==> src/rtl/rcause_pkg.sv <==
/*
  constants shared by the reset-cause flag bank and the watchdog front end:
  register offsets, bit positions, reset values, mode encodings, counts.
  assumes a 32-bit apb slave with one aligned word per register.
*/
package rcause_pkg;

  // printed offsets are not all multiples of four: they are indices
  localparam logic [11:0] IDX_BROWNOUT_CONTROL = 12'h049;
  localparam logic [11:0] IDX_CAUSE_PRIMARY = 12'h4F0;
  localparam logic [11:0] IDX_CAUSE_SECONDARY = 12'h4F1;
  localparam logic [11:0] IDX_WDT_CONTROL = 12'h500;
  localparam logic [11:0] IDX_WDT_STATUS = 12'h501;

  // primary flag positions
  localparam int BIT_STACK_OVER = 7;
  localparam int BIT_STACK_UNDER = 6;
  localparam int BIT_WINDOW_VIOL = 5;
  localparam int BIT_WDT_RESET = 4;
  localparam int BIT_PIN_RESET = 3;
  localparam int BIT_RESET_INSTR = 2;
  localparam int BIT_POWER_ON = 1;
  localparam int BIT_BROWNOUT = 0;
  // secondary flag positions
  localparam int BIT_REGULATOR = 2;
  localparam int BIT_MEMORY_VIOL = 1;
  localparam int BIT_CONFIG_CORRUPT = 0;
  // brown-out control positions
  localparam int BIT_SOFT_BOR_EN = 7;
  localparam int BIT_BOR_ARMED = 0;
  // watchdog control positions
  localparam int BIT_SOFT_EN = 0;
  localparam int PS_LSB = 1;
  localparam int CS_LSB = 6;
  localparam int WIN_LSB = 9;

  // values after power-on or brown-out, plus the software period code and the top legal prescale
  localparam logic [7:0] PRIMARY_POR_VALUE = 8'h3C;
  localparam logic [2:0] SECONDARY_POR_VALUE = 3'h4;
  localparam logic [4:0] PS_DEFAULT = 5'h0B;
  localparam logic [4:0] CPS_SOFTWARE = 5'h1F;
  localparam logic [4:0] PS_MAX_LEGAL = 5'h12;
  localparam logic [2:0] WIN_FULL = 3'h7;

  typedef enum logic [1:0] {
    WDT_MODE_OFF = 2'b00,
    WDT_MODE_SOFT = 2'b01,
    WDT_MODE_AWAKE = 2'b10,
    WDT_MODE_ALWAYS = 2'b11
  } wdt_mode_e;

  // the 1 ms base tick is 31 or 32 oscillator ticks; prescale 1:32 = 1 ms
  localparam int BASE_SHIFT = 5;
  localparam int WDT_CNT_W = 24;

endpackage

==> src/rtl/reset_cause_and_watchdog.sv <==
/*
  reset-cause flag bank with apb register access and windowed watchdog.
  assumes: reset event strobes are one-cycle pulses, synchronous to pclk,
  raised by the reset controller while the core is held; osc ticks are
  one-cycle enables already synchronous to pclk.
*/
// The APB register port was decided locally.
`timescale 1ns/10ps
module reset_cause_and_watchdog (
  input wire logic pclk,
  input wire logic presetn,
  input wire logic psel,
  input wire logic penable,
  input wire logic pwrite,
  input wire logic [31:0] paddr,
  input wire logic [31:0] pwdata,
  input wire logic [3:0] pstrb,
  output logic [31:0] prdata,
  output logic pready,
  output logic pslverr,
  input wire logic por_event,
  input wire logic bor_event,
  input wire logic pin_reset_event,
  input wire logic instr_reset_event,
  input wire logic regulator_fault_event,
  input wire logic memory_violation_event,
  input wire logic config_corrupt_event,
  input wire logic stack_over_event,
  input wire logic stack_under_event,
  input wire logic brownout_armed_status,
  input wire logic [1:0] watchdog_mode_config,
  input wire logic config_clock_source,
  input wire logic [4:0] config_period_field,
  input wire logic [2:0] config_window_field,
  input wire logic sleep_mode,
  input wire logic watchdog_clear_instruction,
  input wire logic low_freq_internal_osc,
  input wire logic mid_freq_internal_osc,
  output logic watchdog_reset_req,
  output logic watchdog_wake
);
  import rcause_pkg::*;

  logic [7:0] primary_reg;
  logic [2:0] secondary_reg;
  logic soft_bor_en_reg;
  logic soft_en_reg;
  logic [4:0] prescale_reg;
  logic [2:0] clock_sel_reg;
  logic [2:0] window_reg;
  logic armed_reg;
  logic [WDT_CNT_W-1:0] count_reg;
  logic [WDT_CNT_W-1:0] count_next;
  logic violation_pending_reg;
  logic timeout_pending_reg;

  logic cold;
  logic wr;
  logic rd;
  logic [11:0] idx;
  logic mapped;
  logic wdt_active;
  logic tick;
  logic [4:0] period_sel;
  logic [WDT_CNT_W-1:0] period_limit;
  logic window_open;
  logic timed_out;
  logic valid_clear;
  logic bad_clear;
  logic wdt_ctl_write;
  logic wdt_restart;
  logic [31:0] prdata_next;

  // register index from a word address
  function automatic logic [11:0] word_index(input logic [31:0] a);
    return a[13:2];
  endfunction

  function automatic logic is_mapped(input logic [11:0] i);
    return (i == IDX_BROWNOUT_CONTROL) || (i == IDX_CAUSE_PRIMARY) ||
           (i == IDX_CAUSE_SECONDARY) || (i == IDX_WDT_CONTROL) ||
           (i == IDX_WDT_STATUS);
  endfunction

  assign cold = por_event | bor_event;
  assign idx = word_index(paddr);
  assign mapped = is_mapped(idx) && (paddr[31:14] == 18'h0) && (paddr[1:0] == 2'b00);
  assign wr = psel & penable & pwrite & mapped;
  assign rd = psel & penable & ~pwrite;
  assign pready = 1'b1;
  assign pslverr = psel & penable & ~mapped;
  assign wdt_ctl_write = wr & (idx == IDX_WDT_CONTROL);

  // primary cause flags; hardware events win over a same-cycle firmware write
  always_ff @(posedge pclk or negedge presetn) begin
    if (!presetn) begin
      primary_reg <= PRIMARY_POR_VALUE;
    end else begin
      if (wr && idx == IDX_CAUSE_PRIMARY && pstrb[0]) begin
        primary_reg <= pwdata[7:0];
      end
      if (cold) begin
        primary_reg[BIT_WINDOW_VIOL] <= 1'b1;
        primary_reg[BIT_WDT_RESET] <= 1'b1;
        primary_reg[BIT_PIN_RESET] <= 1'b1;
        primary_reg[BIT_RESET_INSTR] <= 1'b1;
        primary_reg[BIT_STACK_OVER] <= 1'b0;
        primary_reg[BIT_STACK_UNDER] <= 1'b0;
        // each cold cause clears only its own flag; the other one keeps its value
        if (por_event) begin
          primary_reg[BIT_POWER_ON] <= 1'b0;
        end
        if (bor_event) begin
          primary_reg[BIT_BROWNOUT] <= 1'b0;
        end
      end else begin
        if (violation_pending_reg) begin
          primary_reg[BIT_WINDOW_VIOL] <= 1'b0;
        end
        if (timeout_pending_reg) begin
          primary_reg[BIT_WDT_RESET] <= 1'b0;
        end
        if (pin_reset_event) begin
          primary_reg[BIT_PIN_RESET] <= 1'b0;
        end
        if (instr_reset_event) begin
          primary_reg[BIT_RESET_INSTR] <= 1'b0;
        end
        if (stack_over_event) begin
          primary_reg[BIT_STACK_OVER] <= 1'b1;
        end
        if (stack_under_event) begin
          primary_reg[BIT_STACK_UNDER] <= 1'b1;
        end
      end
    end
  end

  // secondary cause flags
  always_ff @(posedge pclk or negedge presetn) begin
    if (!presetn) begin
      secondary_reg <= SECONDARY_POR_VALUE;
    end else begin
      if (wr && idx == IDX_CAUSE_SECONDARY && pstrb[0]) begin
        secondary_reg <= pwdata[2:0];
      end
      if (regulator_fault_event) begin
        secondary_reg[BIT_REGULATOR] <= 1'b0;
        secondary_reg[BIT_CONFIG_CORRUPT] <= config_corrupt_event;
      end else if (cold) begin
        secondary_reg[BIT_REGULATOR] <= 1'b1;
        secondary_reg[BIT_MEMORY_VIOL] <= 1'b0;
        secondary_reg[BIT_CONFIG_CORRUPT] <= config_corrupt_event;
      end else begin
        if (memory_violation_event) begin
          secondary_reg[BIT_MEMORY_VIOL] <= 1'b0;
        end
        if (config_corrupt_event) begin
          secondary_reg[BIT_CONFIG_CORRUPT] <= 1'b1;
        end
      end
    end
  end

  // brown-out soft enable is kept across warm resets
  always_ff @(posedge pclk or negedge presetn) begin
    if (!presetn) begin
      soft_bor_en_reg <= 1'b1;
    end else if (cold) begin
      soft_bor_en_reg <= 1'b1;
    end else if (wr && idx == IDX_BROWNOUT_CONTROL && pstrb[0]) begin
      soft_bor_en_reg <= pwdata[BIT_SOFT_BOR_EN];
    end
  end

  // watchdog control; every device reset except a stack overflow or underflow restores the defaults
  assign wdt_restart = watchdog_reset_req | cold | pin_reset_event | instr_reset_event |
                       regulator_fault_event | memory_violation_event | config_corrupt_event;

  always_ff @(posedge pclk or negedge presetn) begin
    if (!presetn) begin
      soft_en_reg <= 1'b0;
    end else if (wdt_restart) begin
      soft_en_reg <= 1'b0;
    end else if (wdt_ctl_write && pstrb[0]) begin
      soft_en_reg <= pwdata[BIT_SOFT_EN];
    end
  end

  // prescale stays read-only unless the configured period hands it to software
  always_ff @(posedge pclk or negedge presetn) begin
    if (!presetn) begin
      prescale_reg <= PS_DEFAULT;
    end else if (wdt_restart) begin
      prescale_reg <= PS_DEFAULT;
    end else if (wdt_ctl_write && pstrb[0] && config_period_field == CPS_SOFTWARE) begin
      prescale_reg <= pwdata[PS_LSB +: 5];
    end
  end

  always_ff @(posedge pclk or negedge presetn) begin
    if (!presetn) begin
      clock_sel_reg <= 3'h0;
    end else if (wdt_restart) begin
      clock_sel_reg <= 3'h0;
    end else if (wdt_ctl_write) begin
      if (pstrb[0]) begin
        clock_sel_reg[1:0] <= pwdata[CS_LSB +: 2];
      end
      if (pstrb[1]) begin
        clock_sel_reg[2] <= pwdata[CS_LSB + 2];
      end
    end
  end

  always_ff @(posedge pclk or negedge presetn) begin
    if (!presetn) begin
      window_reg <= WIN_FULL;
    end else if (wdt_restart) begin
      window_reg <= WIN_FULL;
    end else if (wdt_ctl_write && pstrb[1]) begin
      window_reg <= pwdata[WIN_LSB +: 3];
    end
  end

  always_comb begin
    unique case (wdt_mode_e'(watchdog_mode_config))
      WDT_MODE_ALWAYS: wdt_active = 1'b1;
      WDT_MODE_AWAKE: wdt_active = ~sleep_mode;
      WDT_MODE_SOFT: wdt_active = soft_en_reg;
      WDT_MODE_OFF: wdt_active = 1'b0;
    endcase
  end

  // time base: config source in modes 1x, runtime select in mode 01
  always_comb begin
    if (watchdog_mode_config[1]) begin
      tick = config_clock_source ? mid_freq_internal_osc : low_freq_internal_osc;
    end else begin
      unique case (clock_sel_reg)
        3'h0: tick = low_freq_internal_osc;
        3'h1: tick = mid_freq_internal_osc;
        default: tick = 1'b0;
      endcase
    end
  end

  // period select; reserved prescale codes give the 1 ms minimum
  always_comb begin
    period_sel = (config_period_field == CPS_SOFTWARE) ? prescale_reg : config_period_field;
    if (period_sel > PS_MAX_LEGAL) begin
      period_sel = 5'h00;
    end
    period_limit = WDT_CNT_W'(1) << (period_sel + 5'(BASE_SHIFT));
  end

  // window: top three bits of the count against the window delay
  always_comb begin
    logic [2:0] delay_eighths;
    logic [2:0] elapsed_eighths;
    delay_eighths = WIN_FULL - window_reg;
    elapsed_eighths = 3'({count_reg, 3'b000} >> (period_sel + 5'(BASE_SHIFT)));
    window_open = (window_reg == WIN_FULL) || (elapsed_eighths >= delay_eighths);
  end

  assign timed_out = wdt_active && tick && (count_reg + 1'b1 >= period_limit);
  // disarmed clear is a violation even inside the window, unless window_reg is WIN_FULL
  assign valid_clear = watchdog_clear_instruction && window_open &&
                       (armed_reg || window_reg == WIN_FULL);
  assign bad_clear = wdt_active && watchdog_clear_instruction && !valid_clear;

  // arming by reading the watchdog control register
  always_ff @(posedge pclk or negedge presetn) begin
    if (!presetn) begin
      armed_reg <= 1'b0;
    end else if (watchdog_clear_instruction || watchdog_reset_req) begin
      armed_reg <= 1'b0;
    end else if (rd && mapped && idx == IDX_WDT_CONTROL) begin
      armed_reg <= 1'b1;
    end
  end

  always_comb begin
    count_next = count_reg;
    if (!wdt_active || valid_clear || wdt_ctl_write || timed_out || watchdog_reset_req) begin
      count_next = '0;
    end else if (tick) begin
      count_next = count_reg + 1'b1;
    end
  end

  always_ff @(posedge pclk or negedge presetn) begin
    if (!presetn) begin
      count_reg <= '0;
    end else begin
      count_reg <= count_next;
    end
  end

  // time-out or violation asks for reset; in sleep a time-out wakes
  always_ff @(posedge pclk or negedge presetn) begin
    if (!presetn) begin
      watchdog_reset_req <= 1'b0;
      watchdog_wake <= 1'b0;
    end else begin
      watchdog_reset_req <= (timed_out && !sleep_mode) || bad_clear;
      watchdog_wake <= timed_out && sleep_mode;
    end
  end

  // a time-out in sleep only wakes the core, so it is no reset cause
  always_ff @(posedge pclk or negedge presetn) begin
    if (!presetn) begin
      violation_pending_reg <= 1'b0;
      timeout_pending_reg <= 1'b0;
    end else begin
      violation_pending_reg <= bad_clear;
      timeout_pending_reg <= timed_out && !sleep_mode;
    end
  end

  // read word; aliases above the decoded range read zero like any unmapped word
  always_comb begin
    prdata_next = 32'h0000_0000;
    if (mapped) begin
      unique case (idx)
        IDX_CAUSE_PRIMARY: begin
          prdata_next[7:0] = primary_reg;
        end
        IDX_CAUSE_SECONDARY: begin
          prdata_next[2:0] = secondary_reg;
        end
        IDX_BROWNOUT_CONTROL: begin
          prdata_next[7:0] = {soft_bor_en_reg, 6'h00, brownout_armed_status};
        end
        IDX_WDT_CONTROL: begin
          prdata_next[11:0] = {window_reg, clock_sel_reg, prescale_reg, soft_en_reg};
        end
        IDX_WDT_STATUS: begin
          prdata_next[WDT_CNT_W+1:0] = {armed_reg, wdt_active, count_reg};
        end
        default: begin
          prdata_next = 32'h0000_0000;
        end
      endcase
    end
  end

  // loaded in the setup cycle so it stands through the whole access phase
  always_ff @(posedge pclk or negedge presetn) begin
    if (!presetn) begin
      prdata <= 32'h0000_0000;
    end else if (psel && !penable && !pwrite) begin
      prdata <= prdata_next;
    end
  end

endmodule // reset_cause_and_watchdog

==> config.mk <==
export PLATFORM = sky130hd
export DESIGN_NAME = reset_cause_and_watchdog
export DESIGN_NICKNAME = d
export VERILOG_FILES = /design/src/rtl/rcause_pkg.sv /design/src/rtl/reset_cause_and_watchdog.sv
export SDC_FILE = /design/constraint.sdc
export NUM_CORES = 1
export LEC_CHECK = 0
export ABC_AREA = 0
export BUFFER_PORTS_ARGS = -buffer_cell sky130_fd_sc_hd__buf_2
export CAP_MARGIN = 15
export CELL_PAD_IN_SITES_DETAIL_PLACEMENT = 0
export CELL_PAD_IN_SITES_GLOBAL_PLACEMENT = 2
export CORE_MARGIN = 1
export CORE_UTILIZATION = 35
export CTS_CLUSTER_DIAMETER = 60
export DETAILED_ROUTE_END_ITERATION = 16
export PLACE_DENSITY = 0.84
export SLEW_MARGIN = 10
export SYNTH_ARGS = -nofsm -noshare
export SYNTH_HDL_FRONTEND = slang
export SYNTH_SLANG_ARGS = --single-unit
==> constraint.sdc <==
create_clock -name pclk -period 11.45 [get_ports pclk]
set_input_delay 2.29 -clock pclk [delete_from_list [all_inputs] [get_ports pclk]]
set_output_delay 2.29 -clock pclk [all_outputs]
set_load 0.05 [all_outputs]
Word level (Yosys, flattened, before mapping)
Index checks and enable logic that the tools add are counted.

storage, ports and cells
  output and inout bits = 36
  register bits = 85
  word-level logic and storage cells = 167
  bits of input ports = 98

cells by class
  reductions and logical operators = 63
  equal/unequal tests = 11
  bitwise logic cells = 16
  add/subtract/negate cells = 3
  shifts and indexed selects = 2
  mux-type cells = 46
  $lt $le $gt $ge = 3

operators with widths
  cell                   number
  $eq 12x11->1 const B   4
  $mux 24                2
  $shr 27x5->3           1
  $mux 26                1
  $add 24x1->24 const B  1
  $ge 24x24->1           1
  $shl 1x5->24 const A   1
  $logic_and 1x1->1      23
  $mux 1                 23
  $reduce_bool 3->1      7
  $mux 5                 4
  $pmux 5 s4             1
  $logic_not 18->1       1
  $reduce_bool 2->1      9
  $mux 3                 5
  $pmux 3 s5             1
  $mux 14                1
  $eq 12x7->1 const B    1
  $logic_or 1x1->1       12
  $mux 8                 1
  $pmux 4 s2             1
  $or 1x1->1             7
  $and 1x1->1            6
  $mux 2                 3
  other kinds (18)       27

Longest topological paths before layout
Gate-level depths: netlist of run 1.

  depth in word-level cells = 15
  gate-level depth with buffers = 27
  gate-level depth less buffers = 22

Worst setup path after synthesis of run 1
OpenSTA, ideal clock, no wires.

  path type = input-to-reg
  start point = input port config_period_field[2]
  end point = register count_reg[10]
  slack = 4.362 ns
  arrival time = 7.016 ns
  setup time = 0.072 ns
  data required time = 11.378 ns
  path buffers = 7
  stages on the path = 27
  path through = clkbuf_2 -> nand3b_1 -> o32a_1 -> nor2_2 -> o21a_1 -> buf_4 -> buf_6 -> buf_4 -> ha_1 -> buf_1 -> nor3b_1 -> a21oi_1 -> and3_1 -> clkbuf_1 -> mux4_2 -> and2_0 -> a311o_1 -> ha_1 -> nand2b_1 -> a21o_1 -> a21o_1 -> a32oi_1 -> o211ai_1 -> a21oi_1 -> o21ai_1 -> clkbuf_1 -> nor2_1

on the way
  cells in the longest elaborated chain, start to end = 15
  elaborated cells on any way between the ends = 19
  those cells by class = add/sub (1); order compare (3); eq/ne (1); shift (2); mux (3); reduce/logical (9)

ends and longest elaborated chain
  item                                          RTL line                                                          source
  start: declaration                            reset_cause_and_watchdog.sv:33                                    input wire logic [4:0] config_period_field,
  $eq 5x5->1                                    reset_cause_and_watchdog.sv:250                                   period_sel = (config_period_field == CPS_SOFTWARE) ? prescale_reg : config_period_field;
  $mux 5 (*)                                    reset_cause_and_watchdog.sv:250
  $gt 5x5->1                                    reset_cause_and_watchdog.sv:251                                   if (period_sel > PS_MAX_LEGAL) begin
  $mux 5 (*)                                    reset_cause_and_watchdog.sv:251
  $add 5x3->5 (*)                               reset_cause_and_watchdog.sv:254, reset_cause_and_watchdog.sv:262
  $shr 27x5->3                                  reset_cause_and_watchdog.sv:262                                   elapsed_eighths = 3'({count_reg, 3'b000} >> (period_sel + 5'(BASE_SHIFT)));
  $ge 3x3->1                                    reset_cause_and_watchdog.sv:263                                   window_open = (window_reg == WIN_FULL) || (elapsed_eighths >= delay_eighths);
  $logic_or 1x1->1                              reset_cause_and_watchdog.sv:263
  $logic_and 1x1->1 (2 in series)               reset_cause_and_watchdog.sv:268                                   assign valid_clear = watchdog_clear_instruction && window_open &&
  $logic_or 1x1->1 (2 in series)                reset_cause_and_watchdog.sv:285                                   if (!wdt_active || valid_clear || wdt_ctl_write || timed_out || watchdog_reset_req) begin
  $logic_or 1x1->1 (*) (2 in series)            reset_cause_and_watchdog.sv:285
  $mux 24 or $reduce_bool 2->1 (tied branches)  --
  end signal: assignment                        reset_cause_and_watchdog.sv:296                                   count_reg <= count_next;
  end: declaration                              reset_cause_and_watchdog.sv:52                                    logic [WDT_CNT_W-1:0] count_reg;

Every way passes the cells marked *; elsewhere a longest branch is shown, timed or not.
A chain may end at the register's enable or synchronous reset.

Final worst setup path of run 1
  start point = input port config_period_field[1]
  end point = register count_reg[12]

The elaborated chain is that of the path after synthesis.

==> run metrics, run 1 <==
number of fillers in the final layout 1648; Iter 0 DRT Violations approximately 370; post-route ant nets 0; Fmax achieved around 140 MHz; grt total ovfl 0; crit path cell chain buf_2, nand3_2, o32a_1, nor2_2, o21a_1, buf_4, ha_1, nor3b_1, a21oi_1, and3_1, mux4_2, and2_0, a311o_1, ha_1, nand2b_1, a21o_1, a21o_1, a32oi_1, o211ai_1, a21oi_1, o21ai_1, buf_4, nor2_1; Placeable Area roughly 16000 µm²; cts repair resizes 0; CP arrival 7.67 ns; num rows 46; number of flops mapped to enable cells by yosys 0; simple-gate share of the synthesized area around 22%; multiplexer share of the synthesized area a little under a tenth; PwrDens about 110 nW/µm²; io pins between 100 and 150; Hold/Removal Path Class reg2reg; largest net degree at the start of global routing 80; most common cell after layout, fill and taps aside buf_2; IO Port Bufs approximately 100; CP bufs+invs 3; multi-input logic area 3580 µm²; via count around 5300; die extent in y around 130 µm; Setup Skew about 0.0091 ns; Final setup viols 0; Setup Fix Bufs, Post-CTS 0; Area Overhead vs Synth 16.1%; xor/xnor share of the synthesized area just under 7%; layout cells sized above 1 a little over a fifth; Die ar. 17200 µm²; Hold Path Stages 1; Pleak 0.00315 µW; max reg flops 26; ys async rst share 100%; GP Congestion approximately 0.86; Final Critical Period approximately 7.4 ns; post-synthesis sequential area ratio between 30 and 40%; cts hold-fix bufs 0; # DRC 0; # clock sinks 79; Clock Path Buffers 2; Reg area 1990 µm²; worst rel slew slack 31.0%; status finished clean; Yosys reg bits 79; H-tree levels 3; Adder-Cell Fraction of Synth Area under 10%; Final Hold Viols 0; Reg2Reg Depth 22; TNS Setup 0 ns; diode count 0; initial antenna violation count 0; Synth Area in Compound Gates 16.3%; total track usage 21.4%; critical path depth 23; final core occ 42.2%; post-synth cell types 65; post-synthesis cell area about 5900 µm²; TritonCTS Buffers 9; crit path launch type primary input; Worst-Skew Late Latency 0.35 ns; Min Hold Slack about 0.42 ns; Worst Setup SP config_period_field[1]; Starting Density 36.3%; crit path capture type flop; slowest stage delay, CP around 0.7 ns; Layout Nets between 800 and 900; Required @ worst endpoint around 12 ns; CTS root buf clkbuf_16; Avg WL per Cell 18.6 µm; RR Startpoint prescale_reg[3]$_DFFE_PN1P_; unrepaired setup endpoints after global routing false; worst slew pin tran just over 1 ns; DRT Wirelength about 18000 µm; CTS tree done; vias in the first global route 5374; Worst path slowest cell and3_1; CP Max Fanout 24; DP Wirelength 13100 µm; Reg clk slew, reported paths 0.07 ns; commonest cells after routing, fill and taps aside 100 x buf_2, 80 x nor2_1, 72 x nand2_1; cell count after synthesis 663; global-route wire length before repair ~29000 µm; mean post-synth cell area 8.83 µm²; maximum vdd drop slightly above 0.00007 V; max_cap viols 0; die width ~130 µm; Tcrit/Tclk final 64.6%; CP top delay family compound AO/OA/AOI/OAI gates; yosys warns 0; via-per-instance ratio ~5.6; fin. max-slew vios 0; Crit Path Class in2reg; Post-synth top flop dfrtp_1; Worst Hold Launch violation_pending_reg$_DFF_PN0_; largest family of logic cells by synthesized area simple AND/OR/NAND/NOR gates; drt first pass iters 5
cell usage after synthesis, drive strengths merged, types with 2 or more instances:
cell type  count  share of area (%)
a211oi         2               0.26
a21o          13                1.7
a21oi         27                2.3
a221oi         3               0.45
a222oi         8                1.4
a22o          18                2.7
a22oi          3               0.38
a31oi          5               0.53
and2           5               0.53
and3           9               0.96
buf           21                2.3
clkbuf        32                2.1
conb           2               0.13
dfrtp         67                 29
dfstp         12                5.4
ha            31                6.6
inv           13               0.83
mux2           5                1.1
mux2i         31                5.3
mux4           8                3.1
nand2         72                4.6
nand2b         6               0.64
nand3         37                3.3
nand3b         3               0.45
nand4         10                1.1
nor2          82                5.3
nor2b          3               0.32
nor3          12                1.0
nor3b          2               0.26
nor4          10                1.6
nor4b          2               0.56
o2111ai        2               0.30
o211ai         6               0.77
o21a           6               0.77
o21ai         27                2.3
o31a           2               0.30
o31ai          4               0.51
o41ai          2               0.30
or3            2               0.21
or4            3               0.45
xnor2         24                3.6
xor2          21                3.1
where the power goes:
part,leakage [µW],switching [µW],internal [µW],total (µW)
combinational,0.00192,66.8,36.3,103
sequential,0.00106,1.92,281,283
clock,0.000165,134,197,331
cell families after synthesis:
| group | after synthesis |
|---|---|
| compound gates | 137 |
| xor+xnor | 45 |
| fa+ha+maj | 31 |
| buf+inv | 66 |
| flops | 79 |
| mux | 44 |
| other cells | 2 |
| simple gates | 259 |
worst reg2reg max path, cell delays in order (launching register included):
cell and delay (ns):
dfstp_2 0.38, nand3b_1 0.16, o32a_1 0.35, nor2_2 0.15, o21a_1 0.13, buf_4 0.34, ha_1 0.39, nor3b_1 0.09
a21oi_1 0.15, and3_1 0.70, mux4_2 0.59, and2_0 0.17, a311o_1 0.29, ha_1 0.27, nand2b_1 0.13, a21o_1 0.17
a21o_1 0.17, a32oi_1 0.20, o211ai_1 0.15, a21oi_1 0.13, o21ai_1 0.09, buf_4 0.23, nor2_1 0.16
layout make-up:
type	instances	area share, %
Clock buffer	9	3.31
Sequential cell	79	29.3
Timing Repair Buffer	108	8.31
Clock inverter	7	1.68
Tap cell	216	3.98
Multi-Input combinational cell	524	52.7
Inverter	13	0.718
per-stage QoR:
step / setup slack, ns / instances / area (µm²) / power (µW)
global route: 3.56 / 956 / 6790 / 745
global placement: 3.80 / 939 / 6440 / 390
detailed placement: 3.73 / 939 / 6440 / 391
finish: 4.05 / 956 / 6790 / 717
floorplan: 4.36 / 669 / 5870 / 353
CTS: 4.09 / 955 / 6780 / 723
routing by layer:
| layer | vias to the layer above | global-route usage (%) | part of all wire, % |
|---|---|---|---|
| met3 | 16 | 4.82 | 5.5 |
| li1 | 2531 | - | - |
| met2 | 144 | 34.6 | 47 |
| met4 | 0 | 5.62 | 1.3 |
| met5 | - | 0 | 0 |
| met1 | 2657 | 28.7 | 46 |
worst paths after layout:
check / endpoint / slack, ns
max reg2reg: count_reg[12]$_DFFE_PN0P_ / 5.81
max in group asynchronous: prdata[9]$_DFFE_PN0P_ / 8.64
min reg2reg: primary_reg[5]$_DFFE_PN1P_ / 0.42
min: primary_reg[5]$_DFFE_PN1P_ / 0.42
min in group asynchronous: primary_reg[1]$_DFF_PN0_ / 2.07
max: count_reg[12]$_DFFE_PN0P_ / 4.05
Power figures use the tool's default switching activity.
==> run 2: changes to the inputs <==
ABC_AREA = 1   (was 0)
CORE_UTILIZATION = 27   (was 35)
PLACE_DENSITY = 0.75   (was 0.84)
clock period = 6.7 ns   (was 11.45 ns; I/O delays follow)
==> run 2 against run 1 <==
Non-clock buffer count is the same. Clock power up 57%. Final cell count up 34%. First-iteration DRC count decreased by 17%. Critical endpoint is now count_reg[3]$_DFFE_PN0P_. Largest cell class unchanged. Highest routed layer unchanged.
==> run metrics, run 2 <==
status finished clean; Avg WL per Cell 16.9 µm (-9.0%); most common cell after layout, fill and taps aside nand2_1; Area Overhead vs Synth 16.8%; r2r endpoint count_reg[3]$_DFFE_PN0P_; Crit Path Class in2reg; Fmax achieved between 150 and 200 MHz; Placement Cell Area 6920 µm² (+7.3%); Placeable Area 22600 µm² (+40%); CP arrival 5.81 ns (-1.86 ns); Hold/Removal Path Class reg2reg; Pleak 0.00358 µW (+14%); RR Startpoint prescale_reg[0]$_DFFE_PN1P_; grt total ovfl 0 (unchanged); post-synthesis cell area 6180 µm² (+5.7%); combinational power share 20.6% (+6.2 points); cell count after synthesis 899 (+36%); Post-synth top flop dfrtp_1; Worst Setup SP config_period_field[0]; crit path launch type primary input; num rows 55 (+20%); DP Wirelength 17200 µm (+31%); max reg flops 26 (unchanged); CP top delay family simple AND/OR/NAND/NOR gates; cts hold-fix bufs 0 (unchanged); GP Congestion 0.888 (+3.2%); largest net degree at the start of global routing 55 (-31%); commonest cells after routing, fill and taps aside 200 x nand2_1, 121 x nand3_1, 106 x inv_1; Iter 0 DRT Violations 303 (-17%); CTS tree done; Critical Path End count_reg[3]$_DFFE_PN0P_; Seq pwr share 38.7% (-0.8 points); final instance area 7220 µm² (+6.3%); crit path capture type flop; Setup Skew 0.00488 ns (-0.00420 ns); Yosys reg bits 79 (unchanged); vias in the first global route 6077 (+13%); yosys warns 0 (unchanged); layout cells sized above 1 17.9% (-3.8 points); area leader, netlist dfrtp_1; number of flops mapped to enable cells by yosys 0 (unchanged); IO Port Bufs 101 (unchanged); ys async rst share 100% (unchanged); sw power 416 µW (+110%); Post-Place Setup Slack 0.785 ns (-2.94 ns); worst slew pin tran 1.02 ns (-0.0164 ns); Final Hold Viols 0 (unchanged); # clock sinks 79 (unchanged); max_cap viols 0 (unchanged); via-per-instance ratio 4.81 (-14%); PwrDens 177 nW/µm² (+67%); unrepaired setup endpoints after global routing false; critical path depth 26 (+13%); Final setup viols 0 (unchanged); Setup Fix Bufs, Post-CTS 0 (unchanged); Worst path slowest cell nand2_2; most common cell in the netlist nand2_1; DRT Wirelength 21600 µm (+22%); post-route ant nets 0 (unchanged); via count 6136 (+15%); initial antenna violation count 0 (unchanged); io pins 134 (unchanged); cts repair resizes 0 (unchanged); Inst Count DP 1261 (+34%); maximum vdd drop 0.0000968 V (+35%); # DRC 0 (unchanged); slowest stage delay, CP 0.56 ns (-0.14 ns); die extent in y 153 µm (+17%); TritonCTS Buffers 9 (unchanged); Clock Path Buffers 2 (unchanged); die width 153 µm (+17%); Tcrit/Tclk final between 80% and 90%; global-route wire length before repair 34500 µm (+19%); Die ar. 23500 µm² (+36%); post-synth top area share 27.1% (-1.5 points); cell mode on critical path nand2_1; CP bufs+invs 4 (+1); post-route setup slack 1.10 ns (-2.95 ns); CTS root buf clkbuf_16; Layout Nets 1116 (+29%); Layout Cells excl Fill 1277 (+34%); drt first pass iters 5 (unchanged); post-synthesis sequential area ratio 32.2% (-1.8 points); sw frac 32.6% (+4.3 points); Reg clk slew, reported paths 0.07 ns (about the same); Reg2Reg Depth 23 (+4.5%); H-tree levels 3 (unchanged); Final Critical Period between 5 and 6 ns; CP Max Fanout 24 (unchanged); TNS Setup 0 ns (unchanged); post-synth cell types 49 (-25%); largest cells by area after synthesis dfrtp_1 27%, nand2_1 12%, nand3_1 9.8%, inv_1 6.4%, ha_1 6.3%; Clock Power Share 40.7% (-5.4 points); fin. max-slew vios 0 (unchanged); mean post-synth cell area 6.88 µm² (-22%); synth cell count leaders 200 x nand2_1, 121 x nand3_1, 106 x inv_1; diode count 0 (unchanged); worst rel slew slack 31.5% (+0.47 points); Starting Density 27.4% (-8.9 points); Internal Pwr Total 860 µW (+67%); Required @ worst endpoint 6.91 ns (-4.82 ns); worst reg2reg setup slack 1.89 ns (-3.92 ns); total track usage 19.0% (-2.4 points); Worst-Skew Late Latency 0.35 ns (about the same)
-- run 2: changes by cell type in the layout (fill, tap and decap cells not counted), moves of 11 or more --
cell | before | now
a21o_1 | 13 | 1
xnor2_1 | 24 | 0
a22o_1 | 18 | 4
mux2i_1 | 31 | 0
nand3_1 | 35 | 121
o31ai_1 | 4 | 18
o22ai_1 | 0 | 11
inv_1 | 13 | 106
nand2_1 | 72 | 200
o21ai_0 | 25 | 43
-- run 2: power groups by stage --
stage	combinational (µW)	sequential, µW	clock (µW)
finish	262	494	519
global route	298	495	553
CTS	264	494	532
detailed placement	263	503	0
global placement	264	503	0
floorplan	173	502	0
-- run 2: through the flow --
stage / utilization [%] / total power (µW) / hold WS [ns]
6_report: 32.0 / 1280 / 0.478
5_1_grt: 32.0 / 1350 / 0.495
4_1_cts: 32.0 / 1290 / 0.482
3_5_place_dp: 30.6 / 765 / 0.465
3_3_place_gp: 30.6 / 767 / 0.459
2_1_floorplan: - / 675 / 0.464
-- run 2: metal layers --
metal  vias to the layer above  part of all wire [%]  global-route usage, %  wire [µm]
met3                        24                   3.7                   2.95        806
met2                       147                    46                   31.3       9900
met1                      2809                    48                   25.7      10400
li1                       3156                     -                      -          -
met5                         -                     0                      0          0
met4                         0                   2.1                   5.00        461
-- run 2: how the worst min path moves through the flow --
stage                                 start                            to  slack (ns)  cells after the start
5_1_grt              prdata[18]$_DFFE_PN0P_        prdata[18]$_DFFE_PN0P_        0.49                      2
2_1_floorplan  secondary_reg[2]$_DFFE_PN1P_  secondary_reg[2]$_DFFE_PN1P_        0.46                      2
4_1_cts              prdata[20]$_DFFE_PN0P_        prdata[20]$_DFFE_PN0P_        0.48                      2
3_5_place_dp         prdata[16]$_DFFE_PN0P_        prdata[16]$_DFFE_PN0P_        0.47                      2
6_report             prdata[20]$_DFFE_PN0P_        prdata[20]$_DFFE_PN0P_        0.48                      2
3_3_place_gp         prdata[16]$_DFFE_PN0P_        prdata[16]$_DFFE_PN0P_        0.46                      2
-- run 2: layout make-up --
cell class / count / area (µm²)
clock buffers: 9 / 225
clock inverters: 7 / 80.1
fillers: 2495 / 15300
inverters: 120 / 450
multi-input cells: 669 / 3560
flip-flops and latches: 79 / 1990
well taps: 285 / 357
repair buffers: 108 / 561
-- run 2: tightest hold or removal path: stages (launching register included) --
cell and delay, ns:
dfrtp_1 0.33, nand2_1 0.06, o31ai_1 0.05
-- run 2: cells by family after synthesis --
kind of cell               count (synthesis)  share of synthesized area [%]
AOI/OAI and AO/OA                        137                           13.1
xor gates and xnor gates                  17                           2.41
adders and majority gates                 31                           6.27
buffers and inverters                    157                           10.6
DFF                                       79                           32.2
other                                      2                          0.121
and+or+nand+nor                          476                           35.3
==> run 3: changes to the inputs <==
clock period = 5.1 ns   (was 6.7 ns; I/O delays follow)
==> run 3 against run 2 <==
Final area grew 3.3%. Clock-buffer cell count is the same. Non-clock buffer count grew 22. Final cell count grew 1.7%. Critical path depth grew 7. Core utilization grew 1.0 points. Global-route usage shrank 0.15 points.
==> run metrics, run 3 (synthesis gave the netlist of run 2 again) <==
Worst-Skew Late Latency 0.34 ns (about the same); Area Overhead vs Synth 20.6%; # DRC 0 (unchanged); CTS tree done; fin. max-slew vios 0 (unchanged); die extent in y 153 µm (unchanged); Clock Path Buffers 2 (unchanged); Layout Nets 1138 (+2.0%); Placeable Area 22600 µm² (unchanged); Clock Power Share 39.9% (-0.8 points); Inst Count DP 1283 (+1.7%); Starting Density 27.4% (unchanged); number of fillers in the final layout 2519 (+0.96%); commonest cells after routing, fill and taps aside 199 x nand2_1, 121 x nand3_1, 106 x inv_1; vias in the first global route 5993 (-1.4%); DRT Wirelength 21600 µm (+0.30%); total track usage 18.8% (-0.15 points); Internal Pwr Total 1160 µW (+34%); Setup Skew 0.00896 ns (+0.00408 ns); Avg WL per Cell 16.7 µm (-1.4%); cell mode on critical path nand2_1; Fmax achieved ~220 MHz; Reg area 1990 µm² (unchanged); diode count 0 (unchanged); num rows 55 (unchanged); die width 153 µm (unchanged); slowest stage delay, CP 0.33 ns (-0.23 ns); DP Wirelength 17400 µm (+1.4%); layout cells sized above 1 20.0% (+2.1 points); global-route wire length before repair 34300 µm (-0.68%); most common cell after layout, fill and taps aside nand2_1; unrepaired setup endpoints after global routing false; Tcrit/Tclk final 90.4%; Final Critical Period approximately 4.6 ns; max reg flops 26 (unchanged); crit path capture type flop; Pleak 0.00371 µW (+3.7%); worst slew pin tran 0.908 ns (-0.111 ns); drt first pass iters 5 (unchanged); Final setup viols 0 (unchanged); Layout Cells excl Fill 1299 (+1.7%); GP Congestion 0.909 (+2.3%); TNS Setup 0 ns (unchanged); Worst path slowest cell ha_1; CP arrival 4.88 ns (-0.93 ns); status finished clean; maximum vdd drop 0.000157 V (+62%); worst rel slew slack 38.9% (+7.4 points); multi-input logic area 3560 µm² (+0.21%); Crit Path Class in2reg; # clock sinks 79 (unchanged); H-tree levels 3 (unchanged); via-per-instance ratio 4.75 (-1.1%); sw power 546 µW (+31%); Final Hold Viols 0 (unchanged); crit path launch type primary input; Die ar. 23500 µm² (unchanged); via count 6176 (+0.65%); Iter 0 DRT Violations 305 (+0.66%); Required @ worst endpoint 5.37 ns (-1.54 ns); Hold/Removal Path Class reg2reg; CTS root buf clkbuf_16; largest net degree at the start of global routing 47 (-15%); PwrDens 228 nW/µm² (+29%); combinational power share 22.0% (+1.4 points); grt total ovfl 0 (unchanged); io pins 134 (unchanged); sw frac 32.1% (-0.55 points); post-route ant nets 0 (unchanged); TritonCTS Buffers 9 (unchanged); CP Max Fanout 24 (unchanged); Seq pwr share 38.2% (-0.5 points); max_cap viols 0 (unchanged); Reg clk slew, reported paths 0.07 ns (about the same); initial antenna violation count 0 (unchanged); IO Port Bufs 101 (unchanged)
[run 3: changes by cell type in the layout (fill, tap and decap cells not counted), sizes merged]
cell | previous run | this run
clkinv | 6 | 5
buf | 108 | 130
inv | 118 | 119
[run 3: what timing repair did]
action | CTS | global route
hold buffers | 0 | 0
resized for setup | 0 | 3
setup endpoints to repair | 0 | 23
setup buffers | 0 | 0
[run 3: cell type report]
type                       instances  share of cell area, %
multi-input combinational        669                   47.8
clock buffer                       9                   3.02
sequential                        79                   26.7
clock inverter                     7                   1.07
inverter                         120                   6.04
tap                              285                   4.78
timing repair buffer             130                   10.6
[run 3: through the flow]
stage | hold slack, ns | total power [µW] | utilization, % | area [µm²] | setup WS, ns
finish | 0.476 | 1700 | 33.0 | 7460 | 0.490
global route | 0.491 | 1790 | 33.0 | 7460 | 0.0262
CTS | 0.482 | 1720 | 33.0 | 7450 | 0.386
detailed placement | 0.464 | 1040 | 31.7 | 7140 | 0.0455
global placement | 0.460 | 1040 | 31.7 | 7140 | 0.0322
floorplan | 0.464 | 887 | - | 6210 | 0.557
[run 3: worst paths after layout]
| check | depth (start not counted) | to | slack (ns) | start |
|---|---|---|---|---|
| setup / recovery | 33 | count_reg[6]$_DFFE_PN0P_ | 0.49 | config_period_field[1] |
| hold / removal | 2 | prdata[17]$_DFFE_PN0P_ | 0.48 | prdata[17]$_DFFE_PN0P_ |
| setup reg to reg | 31 | count_reg[6]$_DFFE_PN0P_ | 1.05 | prescale_reg[2]$_DFFE_PN0P_ |
| hold reg to reg | 2 | prdata[17]$_DFFE_PN0P_ | 0.48 | prdata[17]$_DFFE_PN0P_ |
| max in group asynchronous | 2 | window_reg[2]$_DFFE_PN1P_ | 3.48 | presetn |
| min in group asynchronous | 1 | prdata[23]$_DFFE_PN0P_ | 0.69 | presetn |
[run 3: layer usage]
metal  routed length, µm  GRT usage, %
met1               10600          26.0
met2               10100          31.2
met3                 537          2.24
met4                 357          4.33
met5                   0             0
[run 3: worst max-delay path: cells and delay by family]
family	cells	cell delay, ns
AOI/OAI and AO/OA	3	0.48
and+or+nand+nor	20	1.99
buffers and inverters	8	0.77
adders and majority gates	2	0.59
[run 3: power by group through the flow]
stage / logic [µW] / clock network, µW / registers (µW)
floorplan: 227 / 0 / 660
global placement: 377 / 0 / 661
detailed placement: 377 / 0 / 661
CTS: 378 / 696 / 649
global route: 422 / 718 / 651
finish: 374 / 679 / 649
